===== src/hw/tscr_pkg.sv =====
// constants for the tuner synthesizer and detector configuration register bank
package tscr_pkg;
  // register indices; byte address on the bus is four times the index
  localparam logic [7:0] IDX_FRAC_LOW = 8'h04;
  localparam logic [7:0] IDX_REF_CFG = 8'h09;
  localparam logic [7:0] IDX_VAS_CFG = 8'h0a;
  localparam logic [7:0] IDX_PD_CFG1 = 8'h0b;
  localparam logic [7:0] IDX_PD_CFG2 = 8'h0c;
  localparam logic [7:0] IDX_VAS_STAT = 8'h11;
  localparam int ADDR_W = 8;
  localparam logic [7:0] ADDR_FRAC_LOW = 8'h10;
  localparam logic [7:0] ADDR_REF_CFG = 8'h24;
  localparam logic [7:0] ADDR_VAS_CFG = 8'h28;
  localparam logic [7:0] ADDR_PD_CFG1 = 8'h2c;
  localparam logic [7:0] ADDR_PD_CFG2 = 8'h30;
  localparam logic [7:0] ADDR_VAS_STAT = 8'h44;
  // reset values (typical settings)
  localparam logic [7:0] RST_FRAC_LOW = 8'h66;
  localparam logic [7:0] RST_REF_CFG = 8'h0a;
  localparam logic [7:0] RST_VAS_CFG = 8'h12;
  localparam logic [7:0] RST_PD_CFG1 = 8'h43;
  localparam logic [7:0] RST_PD_CFG2 = 8'h01;
  // writable bit masks; other bits ignore writes and read zero
  localparam logic [7:0] MASK_REF_CFG = 8'h1f;
  localparam logic [7:0] MASK_VAS_CFG = 8'hff;
  localparam logic [7:0] MASK_PD_CFG1 = 8'hff;
  localparam logic [7:0] MASK_PD_CFG2 = 8'h07;
  // field positions
  localparam int REF_DIV_BIT = 0;
  localparam int OSC_LVL_LSB = 1;
  localparam int CP_LIN_LSB = 3;
  localparam int WAIT_LSB = 0;
  localparam int ADC_READ_BIT = 2;
  localparam int ADC_LATCH_BIT = 3;
  localparam int VAS_EN_BIT = 4;
  localparam int START_SEL_BIT = 5;
  localparam int LF_DIV_LSB = 6;
  localparam int NB_ATT_LSB = 0;
  localparam int NB_DIS_BIT = 3;
  localparam int WB_ATT_LSB = 4;
  localparam int WB_DIS_BIT = 7;
  localparam int DIODE_LSB = 0;
  localparam int PULLUP_BIT = 2;
  localparam int IDLE_BIT = 0;
  localparam logic [1:0] DIODE_OFF = 2'h3;
  // bus responses
  localparam logic [1:0] RESP_OKAY = 2'h0;
  localparam logic [1:0] RESP_DECERR = 2'h3;
  // length of one autoselect run
  localparam int RUN_TIME_NS = 640;
  localparam int CLK_PERIOD_NS = 40;
  localparam int RUN_CYCLES = (RUN_TIME_NS + CLK_PERIOD_NS - 1) / CLK_PERIOD_NS;
  localparam logic [7:0] RUN_COUNT = 8'(RUN_CYCLES);
endpackage


===== src/hw/tscr_run_if.sv =====
// link between the register bank and the autoselect run tracker
`timescale 1ns/1ps
`default_nettype none
interface tscr_run_if;
  logic start;
  logic start_sel;
  logic busy;
  logic from_current;
  modport ctrl (output start, output start_sel, input busy, input from_current);
  modport run (input start, input start_sel, output busy, output from_current);
endinterface
`default_nettype wire

===== src/hw/tscr_regs.sv =====
// tuner synthesizer and detector configuration registers on an axi4-lite slave
// Operation
// RULE_01 - divider bit picks reference output rate
// RULE_02 - software writes 01 to both fields
// RULE_03 - software picks divider code per band
// RULE_04 - start bit chooses search starting point
// RULE_05 - software keeps autoselect enabled
// RULE_06 - latch bit acts only without autoselect
// RULE_07 - read bit acts only without autoselect
// RULE_08 - software writes wait time 10
// RULE_09 - software uses only tested autoselect patterns
// RULE_10 - wideband disable bit switches detector
// RULE_11 - wideband attack point field, nominal 100
// RULE_12 - narrowband disable bit switches detector
// RULE_13 - narrowband attack point field, nominal 011
// RULE_14 - software uses only tested detector pattern
// RULE_15 - software keeps pull-up bit cleared
// RULE_16 - diode voltage field, code 11 off
// RULE_17 - low fraction write starts autoselect run
// RULE_18 - idle flag zero while run active
// RULE_19 - unused bits ignore writes, read zero
`timescale 1ns/1ps
`default_nettype none
module tscr_regs (
  // clock and reset
  input wire logic clk_in,
  input wire logic rst_in,
  // axi4-lite write address and data
  input wire logic [7:0] s_axi_awaddr_in,
  input wire logic s_axi_awvalid_in,
  output logic s_axi_awready_out,
  input wire logic [31:0] s_axi_wdata_in,
  input wire logic [3:0] s_axi_wstrb_in,
  input wire logic s_axi_wvalid_in,
  output logic s_axi_wready_out,
  // axi4-lite write response
  output logic [1:0] s_axi_bresp_out,
  output logic s_axi_bvalid_out,
  input wire logic s_axi_bready_in,
  // axi4-lite read
  input wire logic [7:0] s_axi_araddr_in,
  input wire logic s_axi_arvalid_in,
  output logic s_axi_arready_out,
  output logic [31:0] s_axi_rdata_out,
  output logic [1:0] s_axi_rresp_out,
  output logic s_axi_rvalid_out,
  input wire logic s_axi_rready_in,
  // reference divider pin state
  input wire logic ref_divider_pin_open_in,
  // reference oscillator controls
  output logic ref_out_full_rate_out,
  output logic [1:0] charge_pump_linearity_out,
  output logic [1:0] osc_level_control_out,
  // autoselect controls
  output logic [1:0] low_freq_clock_divider_out,
  output logic vco_autoselect_enable_out,
  output logic [1:0] autoselect_wait_time_out,
  output logic autoselect_from_current_out,
  output logic autoselect_idle_flag_out,
  output logic tune_adc_latch_out,
  output logic tune_adc_read_enable_out,
  // power detector and diode controls
  output logic wideband_detector_on_out,
  output logic [2:0] wideband_attack_point_out,
  output logic narrowband_detector_on_out,
  output logic [2:0] narrowband_attack_point_out,
  output logic detector_pullup_out,
  output logic [1:0] agc_diode_voltage_out,
  output logic agc_diode_off_out
);
  tscr_run_if run_link ();

  // bus handshake state
  logic aw_held_reg;
  logic aw_held_next;
  logic w_held_reg;
  logic w_held_next;
  logic [7:0] waddr_reg;
  logic [7:0] waddr_next;
  logic [7:0] wbyte_reg;
  logic [7:0] wbyte_next;
  logic wlane_reg;
  logic wlane_next;
  logic awready_reg;
  logic awready_next;
  logic wready_reg;
  logic wready_next;
  logic bvalid_reg;
  logic bvalid_next;
  logic [1:0] bresp_reg;
  logic [1:0] bresp_next;
  logic arready_reg;
  logic arready_next;
  logic rvalid_reg;
  logic rvalid_next;
  logic [31:0] rdata_reg;
  logic [31:0] rdata_next;
  logic [1:0] rresp_reg;
  logic [1:0] rresp_next;
  logic do_write;
  logic [7:0] rd_byte;
  logic rd_hit;

  // register contents
  logic [7:0] frac_low_reg;
  logic [7:0] frac_low_next;
  logic [7:0] ref_cfg_reg;
  logic [7:0] ref_cfg_next;
  logic [7:0] vas_cfg_reg;
  logic [7:0] vas_cfg_next;
  logic [7:0] pd_cfg1_reg;
  logic [7:0] pd_cfg1_next;
  logic [7:0] pd_cfg2_reg;
  logic [7:0] pd_cfg2_next;
  logic start_reg;
  logic start_next;
  logic idle_reg;
  logic idle_next;

  // decoded outputs
  logic [18:0] out_reg;
  logic [18:0] out_next;
  logic [1:0] diode_code;

  // read mux over the mapped words
  always_comb
  begin
    rd_byte = 8'h00;
    rd_hit = 1'b1;
    case ({s_axi_araddr_in[7:2], 2'b00})
      tscr_pkg::ADDR_FRAC_LOW: rd_byte = frac_low_reg;
      tscr_pkg::ADDR_REF_CFG: rd_byte = ref_cfg_reg & tscr_pkg::MASK_REF_CFG; // RULE_19
      tscr_pkg::ADDR_VAS_CFG: rd_byte = vas_cfg_reg;
      tscr_pkg::ADDR_PD_CFG1: rd_byte = pd_cfg1_reg;
      tscr_pkg::ADDR_PD_CFG2: rd_byte = pd_cfg2_reg & tscr_pkg::MASK_PD_CFG2; // RULE_19
      tscr_pkg::ADDR_VAS_STAT: rd_byte = {7'h00, idle_reg}; // RULE_18
      default: rd_hit = 1'b0;
    endcase
  end

  // bus channels: address and data taken in either order, then one response
  always_comb
  begin
    aw_held_next = aw_held_reg;
    w_held_next = w_held_reg;
    waddr_next = waddr_reg;
    wbyte_next = wbyte_reg;
    wlane_next = wlane_reg;
    bvalid_next = bvalid_reg;
    bresp_next = bresp_reg;
    rvalid_next = rvalid_reg;
    rdata_next = rdata_reg;
    rresp_next = rresp_reg;
    do_write = aw_held_reg && w_held_reg && !bvalid_reg;
    if (s_axi_awvalid_in && awready_reg)
    begin
      aw_held_next = 1'b1;
      waddr_next = {s_axi_awaddr_in[7:2], 2'b00};
    end
    if (s_axi_wvalid_in && wready_reg)
    begin
      w_held_next = 1'b1;
      wbyte_next = s_axi_wdata_in[7:0];
      wlane_next = s_axi_wstrb_in[0];
    end
    if (do_write)
    begin
      aw_held_next = 1'b0;
      w_held_next = 1'b0;
      bvalid_next = 1'b1;
      bresp_next = tscr_pkg::RESP_DECERR;
      case (waddr_reg)
        tscr_pkg::ADDR_FRAC_LOW, tscr_pkg::ADDR_REF_CFG, tscr_pkg::ADDR_VAS_CFG,
        tscr_pkg::ADDR_PD_CFG1, tscr_pkg::ADDR_PD_CFG2,
        tscr_pkg::ADDR_VAS_STAT: bresp_next = tscr_pkg::RESP_OKAY;
        default: bresp_next = tscr_pkg::RESP_DECERR;
      endcase
    end
    else if (bvalid_reg && s_axi_bready_in)
    begin
      bvalid_next = 1'b0;
    end
    if (s_axi_arvalid_in && arready_reg)
    begin
      rvalid_next = 1'b1;
      rdata_next = {24'h000000, rd_byte};
      rresp_next = rd_hit ? tscr_pkg::RESP_OKAY : tscr_pkg::RESP_DECERR;
    end
    else if (rvalid_reg && s_axi_rready_in)
    begin
      rvalid_next = 1'b0;
    end
    awready_next = !aw_held_next && !bvalid_next;
    wready_next = !w_held_next && !bvalid_next;
    arready_next = !rvalid_next;
  end

  // bus state registers
  always_ff @(posedge clk_in)
  begin
    if (rst_in)
    begin
      aw_held_reg <= 1'b0;
      w_held_reg <= 1'b0;
      waddr_reg <= 8'h00;
      wbyte_reg <= 8'h00;
      wlane_reg <= 1'b0;
      awready_reg <= 1'b1;
      wready_reg <= 1'b1;
      bvalid_reg <= 1'b0;
      bresp_reg <= 2'h0;
      arready_reg <= 1'b1;
      rvalid_reg <= 1'b0;
      rdata_reg <= 32'h00000000;
      rresp_reg <= 2'h0;
    end
    else
    begin
      aw_held_reg <= aw_held_next;
      w_held_reg <= w_held_next;
      waddr_reg <= waddr_next;
      wbyte_reg <= wbyte_next;
      wlane_reg <= wlane_next;
      awready_reg <= awready_next;
      wready_reg <= wready_next;
      bvalid_reg <= bvalid_next;
      bresp_reg <= bresp_next;
      arready_reg <= arready_next;
      rvalid_reg <= rvalid_next;
      rdata_reg <= rdata_next;
      rresp_reg <= rresp_next;
    end
  end

  // register writes; only byte lane 0 carries data
  always_comb
  begin
    frac_low_next = frac_low_reg;
    ref_cfg_next = ref_cfg_reg;
    vas_cfg_next = vas_cfg_reg;
    pd_cfg1_next = pd_cfg1_reg;
    pd_cfg2_next = pd_cfg2_reg;
    start_next = 1'b0;
    if (do_write && wlane_reg)
    begin
      case (waddr_reg)
        tscr_pkg::ADDR_FRAC_LOW:
        begin
          frac_low_next = wbyte_reg;
          start_next = 1'b1; // RULE_17
        end
        tscr_pkg::ADDR_REF_CFG: ref_cfg_next = wbyte_reg & tscr_pkg::MASK_REF_CFG; // RULE_19
        tscr_pkg::ADDR_VAS_CFG: vas_cfg_next = wbyte_reg & tscr_pkg::MASK_VAS_CFG;
        tscr_pkg::ADDR_PD_CFG1: pd_cfg1_next = wbyte_reg & tscr_pkg::MASK_PD_CFG1;
        tscr_pkg::ADDR_PD_CFG2: pd_cfg2_next = wbyte_reg & tscr_pkg::MASK_PD_CFG2; // RULE_19
        default: start_next = 1'b0;
      endcase
    end
    // flag drops in the very cycle the run is requested
    idle_next = !(start_next || start_reg || run_link.busy); // RULE_18
  end

  // register contents and run request
  always_ff @(posedge clk_in)
  begin
    if (rst_in)
    begin
      frac_low_reg <= tscr_pkg::RST_FRAC_LOW;
      ref_cfg_reg <= tscr_pkg::RST_REF_CFG;
      vas_cfg_reg <= tscr_pkg::RST_VAS_CFG;
      pd_cfg1_reg <= tscr_pkg::RST_PD_CFG1;
      pd_cfg2_reg <= tscr_pkg::RST_PD_CFG2;
      start_reg <= 1'b0;
      idle_reg <= 1'b1;
    end
    else
    begin
      frac_low_reg <= frac_low_next;
      ref_cfg_reg <= ref_cfg_next;
      vas_cfg_reg <= vas_cfg_next;
      pd_cfg1_reg <= pd_cfg1_next;
      pd_cfg2_reg <= pd_cfg2_next;
      start_reg <= start_next;
      idle_reg <= idle_next;
    end
  end

  // run request carries the start-point choice at the time of the write
  assign run_link.start = start_reg;
  assign run_link.start_sel = vas_cfg_reg[tscr_pkg::START_SEL_BIT]; // RULE_04

  tscr_run run_tracker (
    .clk_in(clk_in),
    .rst_in(rst_in),
    .run_if(run_link)
  );

  // decode fields into registered control outputs
  always_comb
  begin
    diode_code = pd_cfg2_next[tscr_pkg::DIODE_LSB +: 2];
    out_next[0] = ref_divider_pin_open_in && ref_cfg_next[tscr_pkg::REF_DIV_BIT]; // RULE_01
    out_next[2:1] = ref_cfg_next[tscr_pkg::CP_LIN_LSB +: 2];
    out_next[4:3] = ref_cfg_next[tscr_pkg::OSC_LVL_LSB +: 2];
    out_next[6:5] = vas_cfg_next[tscr_pkg::LF_DIV_LSB +: 2];
    out_next[7] = vas_cfg_next[tscr_pkg::VAS_EN_BIT];
    out_next[9:8] = vas_cfg_next[tscr_pkg::WAIT_LSB +: 2];
    // converter controls only take effect with autoselect off
    out_next[10] = !vas_cfg_next[tscr_pkg::VAS_EN_BIT]
      && vas_cfg_next[tscr_pkg::ADC_LATCH_BIT]; // RULE_06
    out_next[11] = !vas_cfg_next[tscr_pkg::VAS_EN_BIT]
      && vas_cfg_next[tscr_pkg::ADC_READ_BIT]; // RULE_07
    out_next[12] = !pd_cfg1_next[tscr_pkg::WB_DIS_BIT]; // RULE_10
    out_next[15:13] = pd_cfg1_next[tscr_pkg::WB_ATT_LSB +: 3]; // RULE_11
    out_next[16] = !pd_cfg1_next[tscr_pkg::NB_DIS_BIT]; // RULE_12
    out_next[18:17] = diode_code; // RULE_16
  end

  // output registers
  always_ff @(posedge clk_in)
  begin
    if (rst_in)
    begin
      out_reg <= 19'h00000;
      narrowband_attack_point_out <= 3'h0;
      detector_pullup_out <= 1'b0;
      agc_diode_off_out <= 1'b0;
      autoselect_from_current_out <= 1'b0;
    end
    else
    begin
      out_reg <= out_next;
      narrowband_attack_point_out <= pd_cfg1_next[tscr_pkg::NB_ATT_LSB +: 3]; // RULE_13
      detector_pullup_out <= pd_cfg2_next[tscr_pkg::PULLUP_BIT];
      agc_diode_off_out <= (diode_code == tscr_pkg::DIODE_OFF); // RULE_16
      autoselect_from_current_out <= run_link.from_current; // RULE_04
    end
  end

  // port wiring from registers
  assign s_axi_awready_out = awready_reg;
  assign s_axi_wready_out = wready_reg;
  assign s_axi_bvalid_out = bvalid_reg;
  assign s_axi_bresp_out = bresp_reg;
  assign s_axi_arready_out = arready_reg;
  assign s_axi_rvalid_out = rvalid_reg;
  assign s_axi_rdata_out = rdata_reg;
  assign s_axi_rresp_out = rresp_reg;
  assign autoselect_idle_flag_out = idle_reg;
  assign ref_out_full_rate_out = out_reg[0];
  assign charge_pump_linearity_out = out_reg[2:1];
  assign osc_level_control_out = out_reg[4:3];
  assign low_freq_clock_divider_out = out_reg[6:5];
  assign vco_autoselect_enable_out = out_reg[7];
  assign autoselect_wait_time_out = out_reg[9:8];
  assign tune_adc_latch_out = out_reg[10];
  assign tune_adc_read_enable_out = out_reg[11];
  assign wideband_detector_on_out = out_reg[12];
  assign wideband_attack_point_out = out_reg[15:13];
  assign narrowband_detector_on_out = out_reg[16];
  assign agc_diode_voltage_out = out_reg[18:17];
endmodule
`default_nettype wire


===== src/hw/tscr_run.sv =====
// autoselect run tracker: busy for a fixed time after each start
`timescale 1ns/1ps
`default_nettype none
module tscr_run (
  // clock and reset
  input wire logic clk_in,
  input wire logic rst_in,
  // link to register bank
  tscr_run_if.run run_if
);
  logic busy_reg;
  logic busy_next;
  logic from_current_reg;
  logic from_current_next;
  logic [7:0] count_reg;
  logic [7:0] count_next;

  // a start (re)arms the run and latches where the search begins
  always_comb
  begin
    busy_next = busy_reg;
    from_current_next = from_current_reg;
    count_next = count_reg;
    if (run_if.start)
    begin
      busy_next = 1'b1; // RULE_17
      from_current_next = run_if.start_sel; // RULE_04
      count_next = tscr_pkg::RUN_COUNT;
    end
    else if (busy_reg)
    begin
      count_next = count_reg - 8'h01;
      if (count_reg == 8'h01)
      begin
        busy_next = 1'b0;
      end
    end
  end

  // state registers
  always_ff @(posedge clk_in)
  begin
    if (rst_in)
    begin
      busy_reg <= 1'b0;
      from_current_reg <= 1'b0;
      count_reg <= 8'h00;
    end
    else
    begin
      busy_reg <= busy_next;
      from_current_reg <= from_current_next;
      count_reg <= count_next;
    end
  end

  assign run_if.busy = busy_reg;
  assign run_if.from_current = from_current_reg;
endmodule
`default_nettype wire


===== config.mk =====
export PLATFORM = sky130hd
export DESIGN_NAME = tscr_regs
export DESIGN_NICKNAME = d
export VERILOG_FILES = /design/src/hw/tscr_pkg.sv /design/src/hw/tscr_run_if.sv /design/src/hw/tscr_regs.sv /design/src/hw/tscr_run.sv
export SDC_FILE = /design/constraint.sdc
export NUM_CORES = 1
export LEC_CHECK = 0
export ABC_AREA = 1
export BUFFER_PORTS_ARGS = -buffer_cell sky130_fd_sc_hd__buf_2
export CAP_MARGIN = 15
export CORE_MARGIN = 2
export CORE_UTILIZATION = 50
export DETAILED_ROUTE_END_ITERATION = 8
export PLACE_DENSITY = 0.81
export SLEW_MARGIN = 10
export SYNTH_ARGS = -nofsm -noshare
export SYNTH_HDL_FRONTEND = slang
export SYNTH_SLANG_ARGS = --single-unit

===== constraint.sdc =====
create_clock -name clk_in -period 1.95 [get_ports clk_in]
set_clock_uncertainty 0.15 [all_clocks]
set_input_delay 0.0975 -clock clk_in [delete_from_list [all_inputs] [get_ports clk_in]]
set_output_delay 0.0975 -clock clk_in [all_outputs]
set_load 0.005 [all_outputs]

==> results.yml <==
critical_path:
  reg2regPathDepth: 8
  critPathMaxFanout: 11
  crit_start: "s_axi_bvalid_out$_SDFF_PP0_"
  path_depth: 8
  critPathKind: "register to register"
  cp_common_cell: "nor2_4"
  cp-end-kind: "register"
  cp-endpoint: "pd_cfg1_reg[6]$_SDFF_PP1_"
  crit_buf_inv: 3
  crit_slowest_cell: "nor2_4"
  crit_required_ps: 2100
  crit-reg2reg-capture: "pd_cfg1_reg[6]$_SDFF_PP1_"
  cp-start-kind: "register"
  max_stage_delay_ps: 380
  rrSetupSlack_ps: 160
  crit_chain: "inv_1 > nand3_2 > nor2_4 > inv_2 > nor2_4 > buf_4 > nor2_2 > o21ai_1"
  crit_family: "simple AND/OR/NAND/NOR gates"
  arrival_ps: 1940
  rr_startpoint: "s_axi_bvalid_out$_SDFF_PP0_"
placement:
  placed_cells: 641
  place_area_mm2: 0.00421
  finalWeightedCongestion: 0.915
  portBuffers: 71
  pre_cts_slack_ps: 194
  dp_hpwl_mm: 6.49
timing:
  relSlewSlack_pct: 59.2
  finalHoldViolCount: 0
  post-route-worst-setup-slack_ps: 160
  fin_crit_ps: 1790
  worstMarginPinSlew_ps: 610
  tns_ps: 0
  slew_viol_final: 0
  rsz0062_at_grt: "no"
  fmax_mhz: 559
  fin_crit_sh_pct: 91.8
  finalSetupViolCount: 0
cells_and_area:
  area_growth_pct: 17.1
  design_area_mm2: 0.00459
  fin_nets: 631
  fin_cells: 676
  multiInputGateArea_mm2: 0.00170
  drive_above_1_share_pct: 22.6
  fin_util_pct: 60.0
  regArea_mm2: 0.00182
  n_antenna_cell: 0
  fillers: 696
  largest_reg_flops: 13
drt:
  route.detailed.drc: 0
  dr_wl_met2_mm: 4.10
  first_pass_iters: 5
  ant_nets: 0
  routed_wl_mm: 9.02
  highest_layer: "met4"
  wl_per_cell_um: 13.3
  drt-initial-drc-count: 230
  vias_per_cell: 5.14
  wl_met1_mm: 3.91
  routed-via-count: 3475
  route.met3.wl_um: 732
yosys:
  synth_compound_area_share_pct: 12.8
  synth_edf_count: 0
  syn_avg_cell_area_um2: 8.05
  synth_top_family_by_area: "simple AND/OR/NAND/NOR gates"
  yosys-top-cells-area: "dfxtp_1, buf_4, nor2_1"
  synthAdderAreaFrac_pct: 0.639
  synth_top_area_cell: "dfxtp_1"
  netlist.area_leader.share_pct: 46.5
  muxShareOfSynthArea_pct: 0
  ys_types: 41
  ys_warn_count: 0
  synth-async-reset-ratio_pct: 0
  synth_ff_type: "dfxtp_1"
  yosysSeqAreaShare_pct: 46.5
  syn-instance-count: 487
  synth_xor_area_share_pct: 0.447
  synth-seq-cells: 91
  syn_area_mm2: 0.00392
  yosys.area_share.simple_pct: 27.3
die:
  io_pins: 127
  core_area_mm2: 0.00765
  rows: 32
  fp.dieH_um: 92.5
  die-area_mm2: 0.00856
  start_util_pct: 51.2
  fp.dieW_um: 92.5
grt:
  grt-ovfl-total: 0
  grt_max_degree: 29
  grt_usage_pct: 21.9
  grt_pass1_vias: 3179
  antenna_found_initial: 0
  grt_pass1_wl_mm: 14.9
clock_network:
  clk_latency_ps: 360
  numCtsBuffers: 9
  cts.repair.resized: 0
  cts.sinks: 91
  clkTransAtPathRegs_ps: 90
  clock_path_buffers: 2
  cts_max_level: 3
  cts_tree: "built"
  cts-root-buf: "clkbuf_8"
run_status:
  status: "complete, no violations"
power:
  p_leak_nw: 2.06
  p_per_area_mw_per_mm2: 778
  max-vdd-ir-drop_mv: 0.455
run:
  maxCapViolations: 0
min_path:
  hold_depth: 4
  worstHoldPathType: "input port to register"
-- worst min-delay path by stage --
| stage | slack (ps) | from | endpoint |
|---|---|---|---|
| final | 30 | s_axi_araddr_in[4] | s_axi_rresp_out[0]$_SDFFE_PP0P_ |
| after global placement | 190 | ref_divider_pin_open_in | out_reg[0]$_SDFF_PP0_ |
| after floorplan | 80 | ref_divider_pin_open_in | out_reg[0]$_SDFF_PP0_ |
| after CTS | 20 | s_axi_araddr_in[4] | s_axi_rresp_out[0]$_SDFFE_PP0P_ |
| after detailed placement | 190 | ref_divider_pin_open_in | out_reg[0]$_SDFF_PP0_ |
| after global routing | 80 | s_axi_araddr_in[4] | s_axi_rresp_out[0]$_SDFFE_PP0P_ |
-- synthesized netlist by cell type (all sizes together), types with 2 or more instances --
| cell type | n |
|---|---|
| nor2 | 86 |
| nand4 | 16 |
| o211ai | 2 |
| nor3 | 10 |
| o21bai | 2 |
| ha | 2 |
| dfxtp | 91 |
| clkinv | 2 |
| buf | 39 |
| xor2 | 2 |
| a21oi | 34 |
| nand3 | 38 |
| and2 | 2 |
| o21ai | 51 |
| clkbuf | 9 |
| or2 | 4 |
| inv | 38 |
| nand2 | 54 |
-- cell type report --
cell class / count / area share [%]
inverter: 40 / 3.30
sequential: 91 / 39.7
timing repair buffer: 96 / 12.9
clock buffer: 10 / 2.78
tap: 102 / 2.78
multi-input combinational: 331 / 37.1
clock inverter: 6 / 1.44
-- metrics by stage --
stage                     hold slack [ps]  power [W]
after floorplan                      78.7    0.00224
after global placement                194    0.00231
after detailed placement              188    0.00232
after CTS                            18.9    0.00358
after global routing                 77.6    0.00372
final                                26.7    0.00357
-- cell families after synthesis --
group / count (synthesis)
other: 1
buffers and inverters: 88
and+or+nand+nor: 211
adders and majority gates: 2
AOI/OAI and AO/OA: 92
xor gates and xnor gates: 2
DFF: 91
-- worst register-to-register path: cells and delay by family, from the launching register on --
family,cells,cell delay [ps]
buffers and inverters,3,380
AOI/OAI and AO/OA,1,130
and+or+nand+nor,4,760
DFF,1,320
-- layer usage --
| metal | vias to the layer above | GRT usage [%] |
|---|---|---|
| met2 | 161 | 34.9 |
| met5 | - | 0 |
| met3 | 26 | 4.88 |
| li1 | 1711 | - |
| met4 | 0 | 9.70 |
| met1 | 1577 | 28.4 |
-- power by group --
group / internal, W / switching, W / total, W
Clock: 0.000592 / 0.000667 / 0.00126
Combinational: 0.000130 / 0.000203 / 0.000334
Sequential: 0.00192 / 0.0000582 / 0.00198
Total: 0.00264 / 0.000929 / 0.00357
-- placed cells by master (no fill, tap or decap), types with 3 or more instances in the layout --
cell type and count:
a21oi_1 32, buf_2 71, buf_4 6, clkbuf_8 9
clkinvlp_4 3, conb_1 24, dfxtp_1 91, dlygate4sd3_1 19
inv_1 37, nand2_1 53, nand3_1 35, nand4_1 14
nor2_1 71, nor2_2 10, nor2_4 4, nor3_1 3
nor3_2 7, o21ai_0 33, o21ai_1 13, o21ai_2 5
or2_1 3
-- timing repair --
action                                 in CTS  in global routing
buffers inserted                            0                  0
hold buffers                               19                  0
endpoints found under the hold margin      22                  0
Power figures use the tool's default switching activity.
